[src/logic/burst_ctrl_pkg.sv]
// Shared constants, state codes and helpers for the burst initiator controller
package burst_ctrl_pkg;
    localparam int          WORD_W        = 30;
    localparam int          LEN_W         = 4;
    localparam int          STAT_W        = 40;
    localparam int          MASTER_ABORT  = 39;
    localparam int          TARGET_ABORT  = 38;
    // Register byte offsets on the APB side
    localparam logic [7:0]  OFF_CTRL      = 8'h00;
    localparam logic [7:0]  OFF_ADDR      = 8'h04;
    localparam logic [7:0]  OFF_LEN       = 8'h08;
    localparam logic [7:0]  OFF_STATUS    = 8'h0C;
    // Control register fields
    localparam int          CTRL_START    = 0;
    localparam int          CTRL_WRITE    = 1;
    // Status register fields
    localparam int          ST_STATE_LSB  = 0;
    localparam int          ST_ABORT      = 4;
    localparam int          ST_ZERO       = 5;
    localparam int          ST_PREP       = 6;
    localparam int          ST_REM_LSB    = 8;
    localparam int          ST_SPEC_LSB   = 12;
    // Reset values and word pointer step
    localparam logic [31:0] ADDR_RST      = 32'h0000_0000;
    localparam logic [3:0]  LEN_RST       = 4'h0;
    localparam logic [3:0]  REM_RST       = 4'h0;
    localparam logic [29:0] PTR_STEP      = 30'h0000_0001;
    // Bus command and byte lanes
    localparam logic [2:0]  CMD_MEM_PFX   = 3'h3;
    localparam logic [3:0]  BYTE_EN_ALL   = 4'h0;
    // Remaining-count thresholds for the finish request
    localparam logic [3:0]  REM_ONE       = 4'h1;
    localparam logic [3:0]  REM_TWO       = 4'h2;
    localparam logic [3:0]  REM_THREE     = 4'h3;
    // Speculative excess counter bounds
    localparam logic [1:0]  SPEC_MIN      = 2'h0;
    localparam logic [1:0]  SPEC_MAX      = 2'h3;

    typedef enum logic [2:0] {
        ST_WAIT   = 3'b000,
        ST_REQ    = 3'b001,
        ST_WRITE  = 3'b010,
        ST_READ   = 3'b011,
        ST_HALT   = 3'b100,
        ST_REWIND = 3'b101
    } seq_state_e;

    // Saturating two-bit step: one increment, two decrements, one cycle
    function automatic logic [1:0] spec_step(input logic [1:0] cnt,
                                             input logic       up,
                                             input logic       dn_a,
                                             input logic       dn_b);
        logic [2:0] up_v;
        logic [2:0] dn_v;
        logic [2:0] diff;
        up_v = {1'b0, cnt} + {2'b00, up};
        dn_v = {2'b00, dn_a} + {2'b00, dn_b};
        diff = up_v - dn_v;
        if (up_v <= dn_v)
            return SPEC_MIN;
        else if (diff > {1'b0, SPEC_MAX})
            return SPEC_MAX;
        else
            return diff[1:0];
    endfunction : spec_step
endpackage : burst_ctrl_pkg

[src/logic/xfer_track_if.sv]
// Carrier between the sequencer and the word/speculation tracker
`timescale 1ns/1ns
`default_nettype none
interface xfer_track_if;
    import burst_ctrl_pkg::*;
    logic             start;       // Load remaining-word counter
    logic [LEN_W-1:0] burst_len;   // Words to move
    logic             word_done;   // Actual transfer
    logic             anticipated; // Speculative fetch counted
    logic             rewind;      // FIFO backed up one entry
    logic [1:0]       spec_cnt;    // Speculative excess
    logic [LEN_W-1:0] remaining;   // Words still to move
    logic             count_zero;  // Nothing left
    modport tracker (input start, burst_len, word_done, anticipated, rewind,
                     output spec_cnt, remaining, count_zero);
    modport seq (output start, burst_len, word_done, anticipated, rewind,
                 input spec_cnt, remaining, count_zero);
endinterface : xfer_track_if
`default_nettype wire

[src/logic/xfer_tracker.sv]
// Remaining-word counter and speculative excess counter
`timescale 1ns/1ns
`default_nettype none
module xfer_tracker
    import burst_ctrl_pkg::*;
(
    input  wire logic     ref_clk,  // System clock
    input  wire logic     rst,      // Async reset, active high
    xfer_track_if.tracker trk       // Counter requests and results
);
    logic [LEN_W-1:0] remaining_words_q;
    logic [1:0]       spec_q;

    always_ff @(posedge ref_clk or posedge rst) begin
        if (rst)
            remaining_words_q <= REM_RST;
        else if (trk.start)
            remaining_words_q <= trk.burst_len;
        else if (trk.word_done)
            remaining_words_q <= remaining_words_q - REM_ONE;
    end

    // Net change of all three events lands in one cycle
    always_ff @(posedge ref_clk or posedge rst) begin
        if (rst)
            spec_q <= SPEC_MIN;
        else
            spec_q <= spec_step(spec_q, trk.anticipated, trk.word_done,
                                trk.rewind);
    end

    assign trk.remaining  = remaining_words_q;
    assign trk.spec_cnt   = spec_q;
    assign trk.count_zero = (remaining_words_q == REM_RST);
endmodule : xfer_tracker
`default_nettype wire

[src/logic/burst_initiator_fifo_ctrl.sv]
// Burst initiator controller driving an interface core from a local FIFO
// Overview of operation
// Reset or bad code gives waiting; waiting leaves for request only on start.
// Request lasts one cycle, then write state if write_select, else read.
// Transfer states wait for data_phase_end, then halt on abort or rewind check.
// Abort halt state is left only by reset.
// Rewind check holds while rewinding, then waits if count zero, else requests.
// user_side_prepared comes from a flop: 0 in reset, 1 afterwards.
// bus_access_pulse is one cycle, in the request state.
// Core requests the bus only once its bus master enable is set.
// hold_bus_access is held low.
// Word pointer loads start address, counts words, drives bus in address phase.
// Address phase shows memory read/write command; otherwise all bytes enabled.
// write_not_read_out follows write_select from a flop, steady per transaction.
// Finish request on count 1, 2 or 3 conditions, held until data_phase_end.
// Anticipated transfer counts source_advance only while FIFO not empty.
// Core marks done words and speculative fetches with separate strobes.
// Two-bit speculative count saturates; one up, two downs, net per cycle.
// fifo_rewind only in rewind check with non-zero speculative count.
// Push on read words, pop on write advance, drive out in write data phase.
// data_phase_end is the falling edge of the core's data phase flag.
// abort_seen clears in address phase, captures abort bits in data phase.
// Remaining counter loads length on start, decrements per word; zero flagged.
// No write start on empty FIFO, no read start on full; direction steady.
//
// The implementer's own choices: the address map and the APB interface to the registers.
`timescale 1ns/1ns
`default_nettype none
module burst_initiator_fifo_ctrl
    import burst_ctrl_pkg::*;
(
    input  wire logic                                ref_clk,   // 20 MHz
    input  wire logic                                rst,       // Async, high
    input  wire logic                                psel,      // APB select
    input  wire logic                                penable,   // APB enable
    input  wire logic                                pwrite,    // APB write
    input  wire logic [7:0]                          paddr,     // APB address
    input  wire logic [31:0]                         pwdata,    // APB wdata
    output logic      [31:0]                         prdata,    // APB rdata
    output logic                                     pready,    // APB ready
    output logic                                     pslverr,   // APB error
    input  wire logic                                addr_phase_strobe_low,
                                                                // Addr phase
    input  wire logic                                data_phase_flag, // Data ph
    input  wire logic                                core_word_transferred,
                                                                // Word moved
    input  wire logic                                source_advance, // Fetch
    input  wire logic [burst_ctrl_pkg::STAT_W-1:0]   core_status_vector,
                                                                // Ext status
    output logic                                     bus_access_pulse, // Req
    output logic                                     hold_bus_access, // Low
    output logic                                     user_side_prepared,
                                                                // Ready
    output logic                                     finish_request, // Done
    output logic                                     write_not_read_out,
                                                                // Direction
    output logic      [3:0]                          cmd_byte_lanes, // C/BE
    output logic      [31:0]                         shared_addr_data_bus_out,
                                                                // Address
    output logic                                     shared_addr_data_bus_oe,
                                                                // Drive en
    input  wire logic                                fifo_empty_flag, // Empty
    input  wire logic                                fifo_full_flag, // Full
    output logic                                     buffer_push, // FIFO wr
    output logic                                     buffer_pop,  // FIFO rd
    output logic                                     buffer_drive_out, // OE
    output logic                                     fifo_rewind  // Back up
);
    import burst_ctrl_pkg::*;

    seq_state_e       state_q;
    seq_state_e       state_d;
    logic [31:0]      initial_bus_addr_q;
    logic [LEN_W-1:0] burst_len_q;
    logic             write_select_q;
    logic             start_q;
    logic [WORD_W-1:0] addr_ptr_q;
    logic             delayed_data_phase_flag;
    logic             abort_seen_q;
    logic             finish_hold_q;
    logic             req_q;
    logic             wrdn_q;
    logic             prepared_q;
    logic             hold_q;
    logic             rewind_q;
    logic             pready_q;
    logic             pslverr_q;
    logic [31:0]      prdata_q;

    xfer_track_if trk ();

    xfer_tracker u_tracker (
        .ref_clk (ref_clk),
        .rst     (rst),
        .trk     (trk)
    );

    // APB decode
    wire apb_setup   = psel & ~penable;
    wire apb_wr      = psel & penable & pwrite & pready_q;
    wire hit_ctrl    = (paddr == OFF_CTRL);
    wire hit_addr    = (paddr == OFF_ADDR);
    wire hit_len     = (paddr == OFF_LEN);
    wire hit_status  = (paddr == OFF_STATUS);
    wire hit_any     = hit_ctrl | hit_addr | hit_len | hit_status;
    wire idle        = (state_q == ST_WAIT);
    wire wr_ctrl     = apb_wr & hit_ctrl & idle;
    wire new_dir     = pwdata[CTRL_WRITE];
    // Starting a write on an empty FIFO or a read on a full one would lose data, so refuse it
    wire start_ok    = new_dir ? ~fifo_empty_flag : ~fifo_full_flag;
    wire start_req   = wr_ctrl & pwdata[CTRL_START] & start_ok;

    wire [31:0] status_word = {
        16'h0000,
        2'h0, trk.spec_cnt,
        trk.remaining,
        1'b0, prepared_q, trk.count_zero, abort_seen_q,
        1'b0, state_q
    };
    logic [31:0] rd_mux;
    always_comb begin
        if (hit_ctrl)
            rd_mux = {30'h0, write_select_q, 1'b0};
        else if (hit_addr)
            rd_mux = initial_bus_addr_q;
        else if (hit_len)
            rd_mux = {28'h0, burst_len_q};
        else if (hit_status)
            rd_mux = status_word;
        else
            rd_mux = 32'h0000_0000;
    end

    // Registers answer after one setup cycle; no wait states
    always_ff @(posedge ref_clk or posedge rst) begin
        if (rst) begin
            pready_q  <= 1'b0;
            pslverr_q <= 1'b0;
            prdata_q  <= 32'h0000_0000;
        end else begin
            pready_q  <= apb_setup;
            pslverr_q <= apb_setup & ~hit_any;
            prdata_q  <= apb_setup ? rd_mux : 32'h0000_0000;
        end
    end

    // Settings change only while waiting, which keeps direction stable
    always_ff @(posedge ref_clk or posedge rst) begin
        if (rst) begin
            initial_bus_addr_q <= ADDR_RST;
            burst_len_q        <= LEN_RST;
            write_select_q     <= 1'b0;
            start_q            <= 1'b0;
        end else begin
            if (apb_wr & hit_addr & idle)
                initial_bus_addr_q <= pwdata;
            if (apb_wr & hit_len & idle)
                burst_len_q <= pwdata[LEN_W-1:0];
            if (wr_ctrl)
                write_select_q <= new_dir;
            start_q <= start_req;
        end
    end

    // Core-side decode
    wire data_phase_end = ~data_phase_flag & delayed_data_phase_flag;
    wire in_xfer        = (state_q == ST_WRITE) | (state_q == ST_READ);
    wire anticipated    = source_advance & ~fifo_empty_flag;
    wire [3:0] command  = {CMD_MEM_PFX, write_select_q};
    wire rem_one        = (trk.remaining == REM_ONE);
    wire rem_two        = (trk.remaining == REM_TWO);
    wire rem_three      = (trk.remaining == REM_THREE);
    wire finish_now     = (rem_one & req_q)
                        | (rem_two & delayed_data_phase_flag)
                        | (rem_three & core_word_transferred);

    assign trk.start       = start_q;
    assign trk.burst_len   = burst_len_q;
    assign trk.word_done   = core_word_transferred;
    assign trk.anticipated = anticipated;
    assign trk.rewind      = rewind_q;

    always_comb begin
        case (state_q)
            ST_WAIT:   state_d = start_q ? ST_REQ : ST_WAIT;
            ST_REQ:    state_d = write_select_q ? ST_WRITE : ST_READ;
            ST_WRITE,
            ST_READ: begin
                if (data_phase_end)
                    state_d = abort_seen_q ? ST_HALT : ST_REWIND;
                else
                    state_d = state_q;
            end
            ST_HALT:   state_d = ST_HALT;
            ST_REWIND: begin
                if (rewind_q)
                    state_d = ST_REWIND;
                else if (trk.count_zero)
                    state_d = ST_WAIT;
                else
                    state_d = ST_REQ;
            end
            default:   state_d = ST_WAIT;
        endcase
    end

    // Spec count one cycle ahead, so the flop matches the state it gates
    wire [1:0] spec_next = spec_step(trk.spec_cnt, anticipated,
                                     core_word_transferred, rewind_q);

    always_ff @(posedge ref_clk or posedge rst) begin
        if (rst) begin
            state_q  <= ST_WAIT;
            req_q    <= 1'b0;
            rewind_q <= 1'b0;
        end else begin
            state_q  <= state_d;
            req_q    <= (state_d == ST_REQ);
            rewind_q <= (state_d == ST_REWIND) & (|spec_next);
        end
    end

    always_ff @(posedge ref_clk or posedge rst) begin
        if (rst) begin
            delayed_data_phase_flag <= 1'b0;
            abort_seen_q            <= 1'b0;
            finish_hold_q           <= 1'b0;
            addr_ptr_q              <= '0;
        end else begin
            delayed_data_phase_flag <= data_phase_flag;
            // Extended status is valid only during the data phase, so keep it here
            if (!addr_phase_strobe_low)
                abort_seen_q <= 1'b0;
            else if (data_phase_flag)
                abort_seen_q <= core_status_vector[MASTER_ABORT]
                              | core_status_vector[TARGET_ABORT];
            if (data_phase_end)
                finish_hold_q <= 1'b0;
            else if (finish_now)
                finish_hold_q <= 1'b1;
            if (start_q)
                addr_ptr_q <= initial_bus_addr_q[31:2];
            else if (core_word_transferred)
                addr_ptr_q <= addr_ptr_q + PTR_STEP;
        end
    end

    always_ff @(posedge ref_clk or posedge rst) begin
        if (rst) begin
            wrdn_q     <= 1'b0;
            prepared_q <= 1'b0;
            hold_q     <= 1'b0;
        end else begin
            wrdn_q     <= write_select_q;
            prepared_q <= 1'b1;
            hold_q     <= 1'b0;
        end
    end

    // Core timing leaves no cycle to register these against its strobes
    assign finish_request     = finish_now | finish_hold_q;
    assign cmd_byte_lanes     = addr_phase_strobe_low ? BYTE_EN_ALL
                                                      : command;
    assign shared_addr_data_bus_oe  = ~addr_phase_strobe_low;
    assign shared_addr_data_bus_out = {addr_ptr_q, 2'b00};
    assign buffer_push      = (state_q == ST_READ) & core_word_transferred;
    assign buffer_pop       = (state_q == ST_WRITE) & source_advance;
    assign buffer_drive_out = (state_q == ST_WRITE) & data_phase_flag;
    assign bus_access_pulse   = req_q;
    assign hold_bus_access    = hold_q;
    assign user_side_prepared = prepared_q;
    assign write_not_read_out = wrdn_q;
    assign fifo_rewind        = rewind_q;
    assign prdata             = prdata_q;
    assign pready             = pready_q;
    assign pslverr            = pslverr_q;
endmodule : burst_initiator_fifo_ctrl
`default_nettype wire

[config.mk]
export PLATFORM = sky130hd
export DESIGN_NAME = burst_initiator_fifo_ctrl
export DESIGN_NICKNAME = d
export VERILOG_FILES = /design/src/logic/burst_ctrl_pkg.sv /design/src/logic/xfer_track_if.sv /design/src/logic/xfer_tracker.sv /design/src/logic/burst_initiator_fifo_ctrl.sv
export SDC_FILE = /design/constraint.sdc
export NUM_CORES = 1
export LEC_CHECK = 0
export BUFFER_PORTS_ARGS = -buffer_cell sky130_fd_sc_hd__buf_2
export CORE_ASPECT_RATIO = 1.4
export CORE_MARGIN = 1.5
export CORE_UTILIZATION = 45
export CTS_BUF_LIST = sky130_fd_sc_hd__clkbuf_8 sky130_fd_sc_hd__clkbuf_16
export DETAILED_ROUTE_END_ITERATION = 8
export PLACE_DENSITY = 0.79
export SLEW_MARGIN = 10
export SYNTH_ARGS = -nofsm -noshare
export SYNTH_HDL_FRONTEND = slang
export SYNTH_SLANG_ARGS = --single-unit
[constraint.sdc]
create_clock -name ref_clk -period 4.2 [get_ports ref_clk]
set_input_delay 1.05 -clock ref_clk [delete_from_list [all_inputs] [get_ports ref_clk]]
set_output_delay 1.05 -clock ref_clk [all_outputs]
set_load 0.02 [all_outputs]
* Word-level counts from Yosys, hierarchy flattened
Cells that the tools add are included.
Operators by class: divide/modulo/power cells 0, mux-type cells 24, multiply operators 0, $lt $le $gt $ge 2, shifts and indexed selects 0, $add $sub $neg 5, bitwise gates (word level) 35, reduce and logical (&&, ||, !) cells 7, eq/ne operators 14
Operators with widths (count):
- $mux 32 | 3
- $mux 30 | 2
- $add 30x1->30 const B | 1
- $mux 14 | 2
- $and 1x1->1 | 22
- $eq 8x4->1 const B | 2
- $pmux 3 s5 | 1
- $eq 3x3->1 const B | 3
- $mux 1 | 9
- $mux 3 | 3
- $eq 4x2->1 const B | 2
- $eq 8x3->1 const B | 1
- $logic_not 8->1 | 1
- $mux 4 | 2
- $or 1x1->1 | 7
- $eq 3x1->1 const B | 2
- $eq 3x2->1 const B | 2
- $not 1->1 | 6
- $eq 4x1->1 const B | 1
- $logic_not 4->1 | 1
- $mux 2 | 2
- $reduce_bool 2->1 | 2
- $reduce_or 2->1 | 2
- $sub 4x1->4 const B | 1
- 7 further kinds | 7
Word-level totals: word-level logic and storage cells 105, bits in latches 0, memory bits (writable) 0, memories 0, memory bits (read-only) 0, output and inout bits 80, flip-flop bits (word level) 118, bits of input ports 91

* Longest topological paths before layout
Gate-level depths: netlist of the first run.
word-level depth 9, depth in mapped cells 8, depth with buffers taken out 8

* Modules after synthesis
A second synthesis of the first run with hierarchy kept.
Second synthesis, totals: cells, all modules 487, area, all modules 5550.3 um^2
Modules (own cells, without submodules):
- burst_initiator_fifo_ctrl | area an instance 5123.7 um^2, cells each 447, sequential area each 2802.7 um^2, times used 1
- xfer_tracker | area an instance 426.7 um^2, cells each 40, sequential area each 150.1 um^2, times used 1

* Least setup slack after synthesis of the first run
Ideal clock, no wire load.
path kind in2out, from input core_word_transferred, to output finish_request, data required time 3.150 ns, cell stages on the path 3, slack 1.092 ns, data arrival time 2.058 ns, buffers on the path 1, path through buf_1 a222oi_1 o31ai_1
On the way: cells in the longest elaborated chain, start to end 3
Ends and longest elaborated chain:
- start, declared | RTL line burst_initiator_fifo_ctrl.sv:45 | input wire logic core_word_transferred,
- $and 1x1->1 | RTL line burst_initiator_fifo_ctrl.sv:175 | | (rem_three & core_word_transferred);
- $or 1x1->1 | RTL line burst_initiator_fifo_ctrl.sv:175
- $or 1x1->1 | RTL line burst_initiator_fifo_ctrl.sv:261 | assign finish_request = finish_now | finish_hold_q;
- end, declared | RTL line burst_initiator_fifo_ctrl.sv:54 | output logic finish_request,
Every way passes these cells.

* Worst setup path in the final report of the first run
Same ends and word-level chain as after synthesis.

==> results.py, run 1 <==
metrics = {
    "worst_hold_path": {
        "holdPathStages": 0,
        "min-delay-start": "write_select_q",
        "min_to": "write_not_read_out",
        "hold_class": "register to register",
    },
    "finish": {
        "syn_to_final_growth_pct": 25.1,
        "layout.cells.non_filler": 792,
        "antenna_cells": 0,
        "final_cell_mix": "128 x buf_2, 118 x dfrtp_1, 42 x nor2_1",
        "drive_gt1_share_pct": 32.7,
        "final_common_cell": "buf_2",
        "nets": 735,
    },
    "clock_network": {
        "cts_resized": 0,
        "cts.clk_slew.worst_paths_ns": 0.06,
        "worstSkewPairLatency_ns": 0.41,
        "clockBufferDepth": 2,
        "cts_tree": "yes",
        "cts_setup_buffers": 0,
        "numCtsBuffers": 17,
        "cts-root-buf": "clkbuf_16",
        "cts.sinks": 118,
        "h-tree-depth": 4,
        "ctsHoldBuffers": 0,
    },
    "grt": {
        "first_global_vias": 4434,
        "grt_usage_pct": 22.4,
        "antenna_found_initial": 0,
        "grt_pass1_wl_um": 22000,
        "grt.overflow.total": 0,
        "grt_max_degree": 58,
    },
    "sta": {
        "tns_ns": 0,
        "finalHoldViolCount": 0,
        "setup_ws_ns": 1.16,
        "finalSetupViolations": 0,
        "worst_pin_slew_ns": 0.872,
        "slew_violations": 0,
        "period_share_pct": 72.3,
        "rsz0062_at_grt": "false",
        "min_period_ns": 3.04,
        "relSlewSlack_pct": 41.1,
        "fmax_mhz": 329,
        "fin_skew_ns": 0.00778,
    },
    "power": {
        "switching_share_pct": 31.3,
        "p_int_mw": 2.58,
        "clkPwrFrac_pct": 40.7,
        "leakage_nw": 3.40,
        "irDropWorstVdd_v": 0.000326,
        "power_frac_seq_pct": 38.7,
        "power.switching_mw": 1.17,
        "pwr-share-comb_pct": 20.6,
        "power.density_nw_per_um2": 546,
    },
    "floorplan": {
        "pin_count": 171,
        "dieArea_sq_um": 12900,
        "start_util_pct": 46.4,
        "core.rowCount": 47,
        "die_w_um": 96.5,
        "die_y_um": 134,
        "coreArea_sq_um": 11900,
    },
    "synth": {
        "synth_cell_types": 55,
        "synth-edff-count": 0,
        "yosys-top-cells-area": "dfrtp_1 54%, mux2_2 8.2%, nor2_1 2.9%",
        "async_reset_ff_share_pct": 100,
        "avgSynthCellArea_sq_um": 11.0,
        "yosysWarnings": 0,
        "synth_area_sq_um": 5510,
        "yosysSeqAreaShare_pct": 53.6,
        "synth_top_flop_cell": "dfrtp_1",
        "syn_inst": 503,
        "yosysTopAreaCell": "dfrtp_1",
        "synth-seq-cells": 118,
        "synth_top_cell_area_share_pct": 53.6,
    },
    "drt": {
        "wire_per_inst_um": 17.2,
        "drt_iter0_markers": 234,
        "top_layer": "met4",
        "wl_met1_um": 5060,
        "wl_met3_um": 879,
        "vias_per_cell": 5.57,
        "routed_wl_um": 13600,
        "met2WireLength_um": 7430,
        "postRouteAntennaNets": 0,
        "vias": 4411,
        "dr.pass1.iters": 5,
        "route.detailed.drc": 0,
    },
    "worst_setup_path": {
        "reg2reg_depth": 4,
        "endpoint_kind": "output pin",
        "crit_arrival_ns": 1.99,
        "crit_path_top_delay_cell": "buf_2",
        "cpMostUsedCell": "buf_2",
        "worstSetupPathType": "input port to output pin",
        "cp-start-kind": "input port",
        "timing.rr.end": "burst_len_q[2]",
        "cp_cell_sequence": "buf_2, a222oi_1, o31ai_1, buf_2",
        "reg2reg_slack_ns": 1.85,
        "crit_path_max_fanout": 16,
        "reg2reg_from": "state_q[0]",
        "critPathMaxStageDelay_ns": 0.31,
        "required_ns": 3.15,
    },
    "placement": {
        "hpwl_um": 9850,
        "io_buffers": 128,
        "dp_slack_ns": 1.18,
        "gp_congestion": 0.933,
        "dp.cells": 760,
    },
    "job": {
        "cap_viol_max_count": 0,
    },
    "status": {
        "status": "finished, final reports clean",
    },
}
[cells by family (layout without fill, tap and decap cells)]
logic type	count (synthesis)	count (layout)	share of synthesized area (%)
and+or+nand+nor	194	194	19.0
DFF	118	118	53.6
AOI/OAI and AO/OA	70	70	8.15
muxes	51	51	10.4
buffers and inverters	42	181	3.52
xor gates and xnor gates	14	14	2.23
adders and majority gates	12	12	3.00
other	2	5	0.136
[worst max path at each step]
stage | start | endpoint | cells past startpoint | slack, ns
3_3_place_gp | core_word_transferred | finish_request | 4 | 1.19
5_1_grt | core_word_transferred | finish_request | 4 | 1.04
6_report | core_word_transferred | finish_request | 4 | 1.16
3_5_place_dp | core_word_transferred | finish_request | 4 | 1.18
2_1_floorplan | rst | abort_seen_q | 1 | 0.02
4_1_cts | core_word_transferred | finish_request | 4 | 1.17
[per-layer routing]
| layer | global-route usage, % | vias to the layer above |
|---|---|---|
| li1 | - | 2058 |
| met1 | 25.9 | 2174 |
| met2 | 39.1 | 154 |
| met3 | 5.73 | 25 |
| met4 | 8.13 | 0 |
| met5 | 0 | - |
[metrics by stage]
stage | power (mW) | hold slack [ns] | cell area, sq um | utilization (%)
floorplan | 1.97 | 0.392 | 5520 | -
detailed placement | 2.24 | 0.464 | 6260 | 52.7
finish | 3.76 | 0.464 | 6890 | 58.0
global placement | 2.20 | 0.452 | 6260 | 52.7
CTS | 3.78 | 0.473 | 6890 | 58.0
global route | 3.94 | 0.485 | 6890 | 58.0
[layout make-up]
class,count,area [sq um]
inverters,14,55.1
clock inverters,12,159
clock buffers,20,467
well taps,147,184
fillers,1033,4990
multi-input cells,346,2380
flip-flops and latches,118,2950
repair buffers,135,693
[power groups by stage]
stage | clock (mW) | combinational, mW | sequential, mW
after global placement | 0 | 0.737 | 1.46
after floorplan | 0 | 0.492 | 1.48
after detailed placement | 0 | 0.774 | 1.47
final | 1.53 | 0.776 | 1.45
after global routing | 1.60 | 0.860 | 1.48
after CTS | 1.55 | 0.780 | 1.45
[registers in the layout, summed over array words and instances, names as in the netlist]
register / cells
pready: 1
start_q: 1
addr_ptr_q: 30
finish_hold_q: 1
state_q: 3
write_not_read_out: 1
write_select_q: 1
abort_seen_q: 1
fifo_rewind: 1
u_tracker.trk.spec_cnt: 2
initial_bus_addr_q: 32
pslverr: 1
delayed_data_phase_flag: 1
u_tracker.trk.remaining: 4
user_side_prepared: 1
burst_len_q: 4
bus_access_pulse: 1
prdata: 32
[synth_stat cells, drive strengths merged, types with 2 or more instances]
cell type  number
dfrtp         118
nor2           42
mux2           40
nand2          34
and2           22
nand3          21
o21ai          20
a31oi          16
buf            15
clkbuf         13
inv            13
o31ai          13
or4            13
nand4          12
ha             10
mux2i          10
nor2b           9
xnor2           7
xor2            7
a21oi           6
and3            6
or3             6
nand2b          5
nor3            5
nor3b           4
nor4            4
nor4b           4
a22oi           3
conb            2
fa              2
or2             2
[critical path: cells and delay by family]
kind            cells  cell delay (ns)
compound gates      2             0.39
buf+inv             2             0.54
(Power assumes the default switching activity.)
==> run 2: changes to the inputs <==
--- a/config.mk
+++ b/config.mk
@@ -5,13 +5,14 @@
 export SDC_FILE = /design/constraint.sdc
 export NUM_CORES = 1
 export LEC_CHECK = 0
+export ABC_AREA = 1
 export BUFFER_PORTS_ARGS = -buffer_cell sky130_fd_sc_hd__buf_2
 export CORE_ASPECT_RATIO = 1.4
 export CORE_MARGIN = 1.5
 export CORE_UTILIZATION = 45
 export CTS_BUF_LIST = sky130_fd_sc_hd__clkbuf_8 sky130_fd_sc_hd__clkbuf_16
 export DETAILED_ROUTE_END_ITERATION = 8
-export PLACE_DENSITY = 0.79
+export PLACE_DENSITY = 0.78
 export SLEW_MARGIN = 10
 export SYNTH_ARGS = -nofsm -noshare
 export SYNTH_HDL_FRONTEND = slang
==> constraint.sdc (replaced) <==
create_clock -name ref_clk -period 2.6 [get_ports ref_clk]
set_input_delay 0.65 -clock ref_clk [delete_from_list [all_inputs] [get_ports ref_clk]]
set_output_delay 0.65 -clock ref_clk [all_outputs]
set_load 0.02 [all_outputs]
==> run 2 against run 1 <==
  * Register-to-register slack got worse by 1.3 ns
  * Largest cell class unchanged
  * Critical path depth is 3 higher
  * Synthesized area is 8.7% higher
  * Cell count is 36% higher
  * Routed wire length grew 15%
  * Power rose by 43%
  * Via count grew 25%
  * Sequential power increased by 48%
  * Non-clock buffer count grew 6
  * Global-route usage up 1.3 points
  * Clock power is 52% higher
  * Die area increased by 8.5%
==> results.py, run 2 <==
metrics = {
    "status": {
        "status": "finished, final reports clean",
    },
    "drt": {
        "route.detailed.drc": 0,
        "routed_wl_um": 15700,
        "vias": 5532,
        "drt_iter0_markers": 269,
        "dr.pass1.iters": 5,
        "postRouteAntennaNets": 0,
        "vias_per_cell": 5.14,
        "wire_per_inst_um": 14.6,
    },
    "grt": {
        "use_met2_pct": 43.8,
        "grt.overflow.total": 0,
        "grt_pass1_wl_um": 25700,
        "grtUsageMet3_pct": 5.73,
        "grt.busiest_layer": "met2",
        "antenna_found_initial": 0,
        "first_global_vias": 5524,
        "grt_usage_pct": 23.7,
        "grt_max_degree": 39,
        "grt_util_met1_pct": 25.1,
    },
    "synth": {
        "yosysMostFrequentCell": "nand2_1",
        "yosysTopAreaCell": "dfrtp_1",
        "synth_area_sq_um": 5990,
        "yosys-top-cells-area": "dfrtp_1 49%, nand2_1 15%, nand3_1 7.7%",
        "synth_mux_area_share_pct": 0,
        "synth-edff-count": 0,
        "syn_inst": 755,
        "synth_top_cell_area_share_pct": 49.3,
        "avgSynthCellArea_sq_um": 7.93,
        "synth_common_cells": "241 x nand2_1, 118 x dfrtp_1, 92 x nand3_1",
        "synth-seq-cells": 118,
        "synth_top_flop_cell": "dfrtp_1",
        "synth_top_family_by_area": "simple AND/OR/NAND/NOR gates",
        "synth-compound-area-share_pct": 7.48,
        "synth-simple-area-share_pct": 31.5,
        "async_reset_ff_share_pct": 100,
        "synth_cell_types": 34,
        "synth-adder-area-share_pct": 2.76,
        "yosys.area_share.xor_xnor_pct": 1.02,
        "yosysWarnings": 0,
        "yosysSeqAreaShare_pct": 49.3,
    },
    "finish": {
        "drive_gt1_share_pct": 22.0,
        "nets": 989,
        "antenna_cells": 0,
        "regArea_sq_um": 2950,
        "fillers": 1196,
        "multi_input_area_sq_um": 2580,
        "final_cell_mix": "241 x nand2_1, 128 x buf_2, 118 x dfrtp_1",
        "syn_to_final_growth_pct": 23.3,
        "post-route-util_pct": 57.1,
        "final_common_cell": "nand2_1",
        "finalInstanceArea_sq_um": 7380,
        "layout.cells.non_filler": 1077,
    },
    "worst_setup_path": {
        "required_ns": 1.95,
        "crit_path_max_fanout": 5,
        "crit_arrival_ns": 1.64,
        "cp-start-kind": "register",
        "endpoint_kind": "output pin",
        "reg2reg_slack_ns": 0.59,
        "worstSetupPathType": "register to output pin",
    },
    "sta": {
        "tns_ns": 0,
        "rsz0062_at_grt": "false",
        "finalHoldViolCount": 0,
        "finalSetupViolations": 0,
        "fin_skew_ns": 0.00608,
        "fmax_mhz": 436,
        "slew_violations": 0,
        "setup_ws_ns": 0.309,
        "relSlewSlack_pct": 47.9,
        "min_period_ns": 2.29,
        "period_share_pct": 88.1,
        "worst_pin_slew_ns": 0.780,
    },
    "clock_network": {
        "cts_setup_buffers": 0,
        "h-tree-depth": 4,
        "ctsHoldBuffers": 0,
        "numCtsBuffers": 17,
        "clockBufferDepth": 2,
        "cts_resized": 0,
        "cts.clk_slew.worst_paths_ns": 0.06,
        "cts_tree": "yes",
        "worstSkewPairLatency_ns": 0.41,
        "cts.sinks": 118,
        "cts-root-buf": "clkbuf_16",
    },
    "floorplan": {
        "coreArea_sq_um": 12900,
        "die_y_um": 140,
        "start_util_pct": 46.3,
        "core.rowCount": 49,
        "die_w_um": 101,
        "dieArea_sq_um": 14000,
        "pin_count": 171,
    },
    "power": {
        "irDropWorstVdd_v": 0.000539,
        "power.density_nw_per_um2": 728,
        "leakage_nw": 3.89,
    },
    "placement": {
        "dp.cells": 1045,
        "hpwl_um": 11700,
        "io_buffers": 128,
        "gp_congestion": 0.945,
        "dp_slack_ns": 0.129,
        "postPlaceCellArea_sq_um": 6790,
    },
    "worst_hold_path": {
        "hold_class": "input port to asynchronous set/reset pin",
    },
    "job": {
        "cap_viol_max_count": 0,
    },
}
==> run 2: cell types whose count changed after synthesis, moves of 9 or more <==
cell,previous run,this run
nor2b_1,9,0
nand3_1,20,92
o31ai_1,13,1
mux2_2,40,0
and2_1,22,1
nand4_1,12,2
a22oi_1,3,21
or4_1,12,0
inv_1,13,66
a31oi_1,16,0
nor2_1,42,87
nand2_1,34,241
mux2i_1,10,0
==> run 2: critical path, cell delays in order (launching register included) <==
cell and delay [ns]:
dfrtp_1 0.43, inv_1 0.18, ha_1 0.18, nand2_1 0.06, nand3_1 0.08, nand2_1 0.07, nand2_1 0.07, buf_2 0.16
==> run 2: cell families after synthesis <==
kind of cell / after synthesis
adder cells (fa/ha/maj): 12
buffers and inverters: 100
AND/OR/NAND/NOR: 448
XOR/XNOR: 7
flip-flops: 118
other: 2
AO/OA/AOI/OAI: 68
==> run 2: metrics by stage <==
stage,power [mW],hold WS [ns]
CTS,5.41,0.372
detailed placement,3.06,0.432
finish,5.38,0.378
global route,5.63,0.380
global placement,3.03,0.422
floorplan,2.75,0.389
==> run 2: final cells by class <==
cell class | count | share of cell area [%]
sequential | 118 | 40.0
multi-input combinational | 540 | 34.9
timing repair buffer | 141 | 10.5
clock buffer | 17 | 5.76
inverter | 68 | 3.51
tap | 178 | 3.02
clock inverter | 15 | 2.32
==> run 2: path summary, 6_finish.rpt <==
check | cells past startpoint | startpoint | endpoint
worst max-delay path | 7 | u_tracker.trk.remaining[1] | finish_request
max in group asynchronous | 3 | rst | initial_bus_addr_q[27]
min in group ref_clk | 1 | data_phase_flag | delayed_data_phase_flag
worst min-delay path | 2 | rst | initial_bus_addr_q[25]
worst min register to register | 0 | write_select_q | write_not_read_out
worst max register to register | 11 | u_tracker.trk.spec_cnt[0] | fifo_rewind
==> run 2: report_power, final <==
| group | internal [mW] | leakage (nW) | switching [mW] |
|---|---|---|---|
| clock | 1.43 | 0.284 | 0.902 |
| combinational | 0.323 | 2.00 | 0.576 |
| sequential | 1.97 | 1.61 | 0.176 |
| total | 3.72 | 3.89 | 1.65 |
==> run 2: layer usage <==
layer | routed length, um | vias up | part of all wire [%]
met2 | 8570 | 185 | 55
met3 | 862 | 33 | 5.5
met1 | 5740 | 2643 | 37
li1 | - | 2671 | -
met4 | 504 | 0 | 3.2
met5 | 0 | - | 0
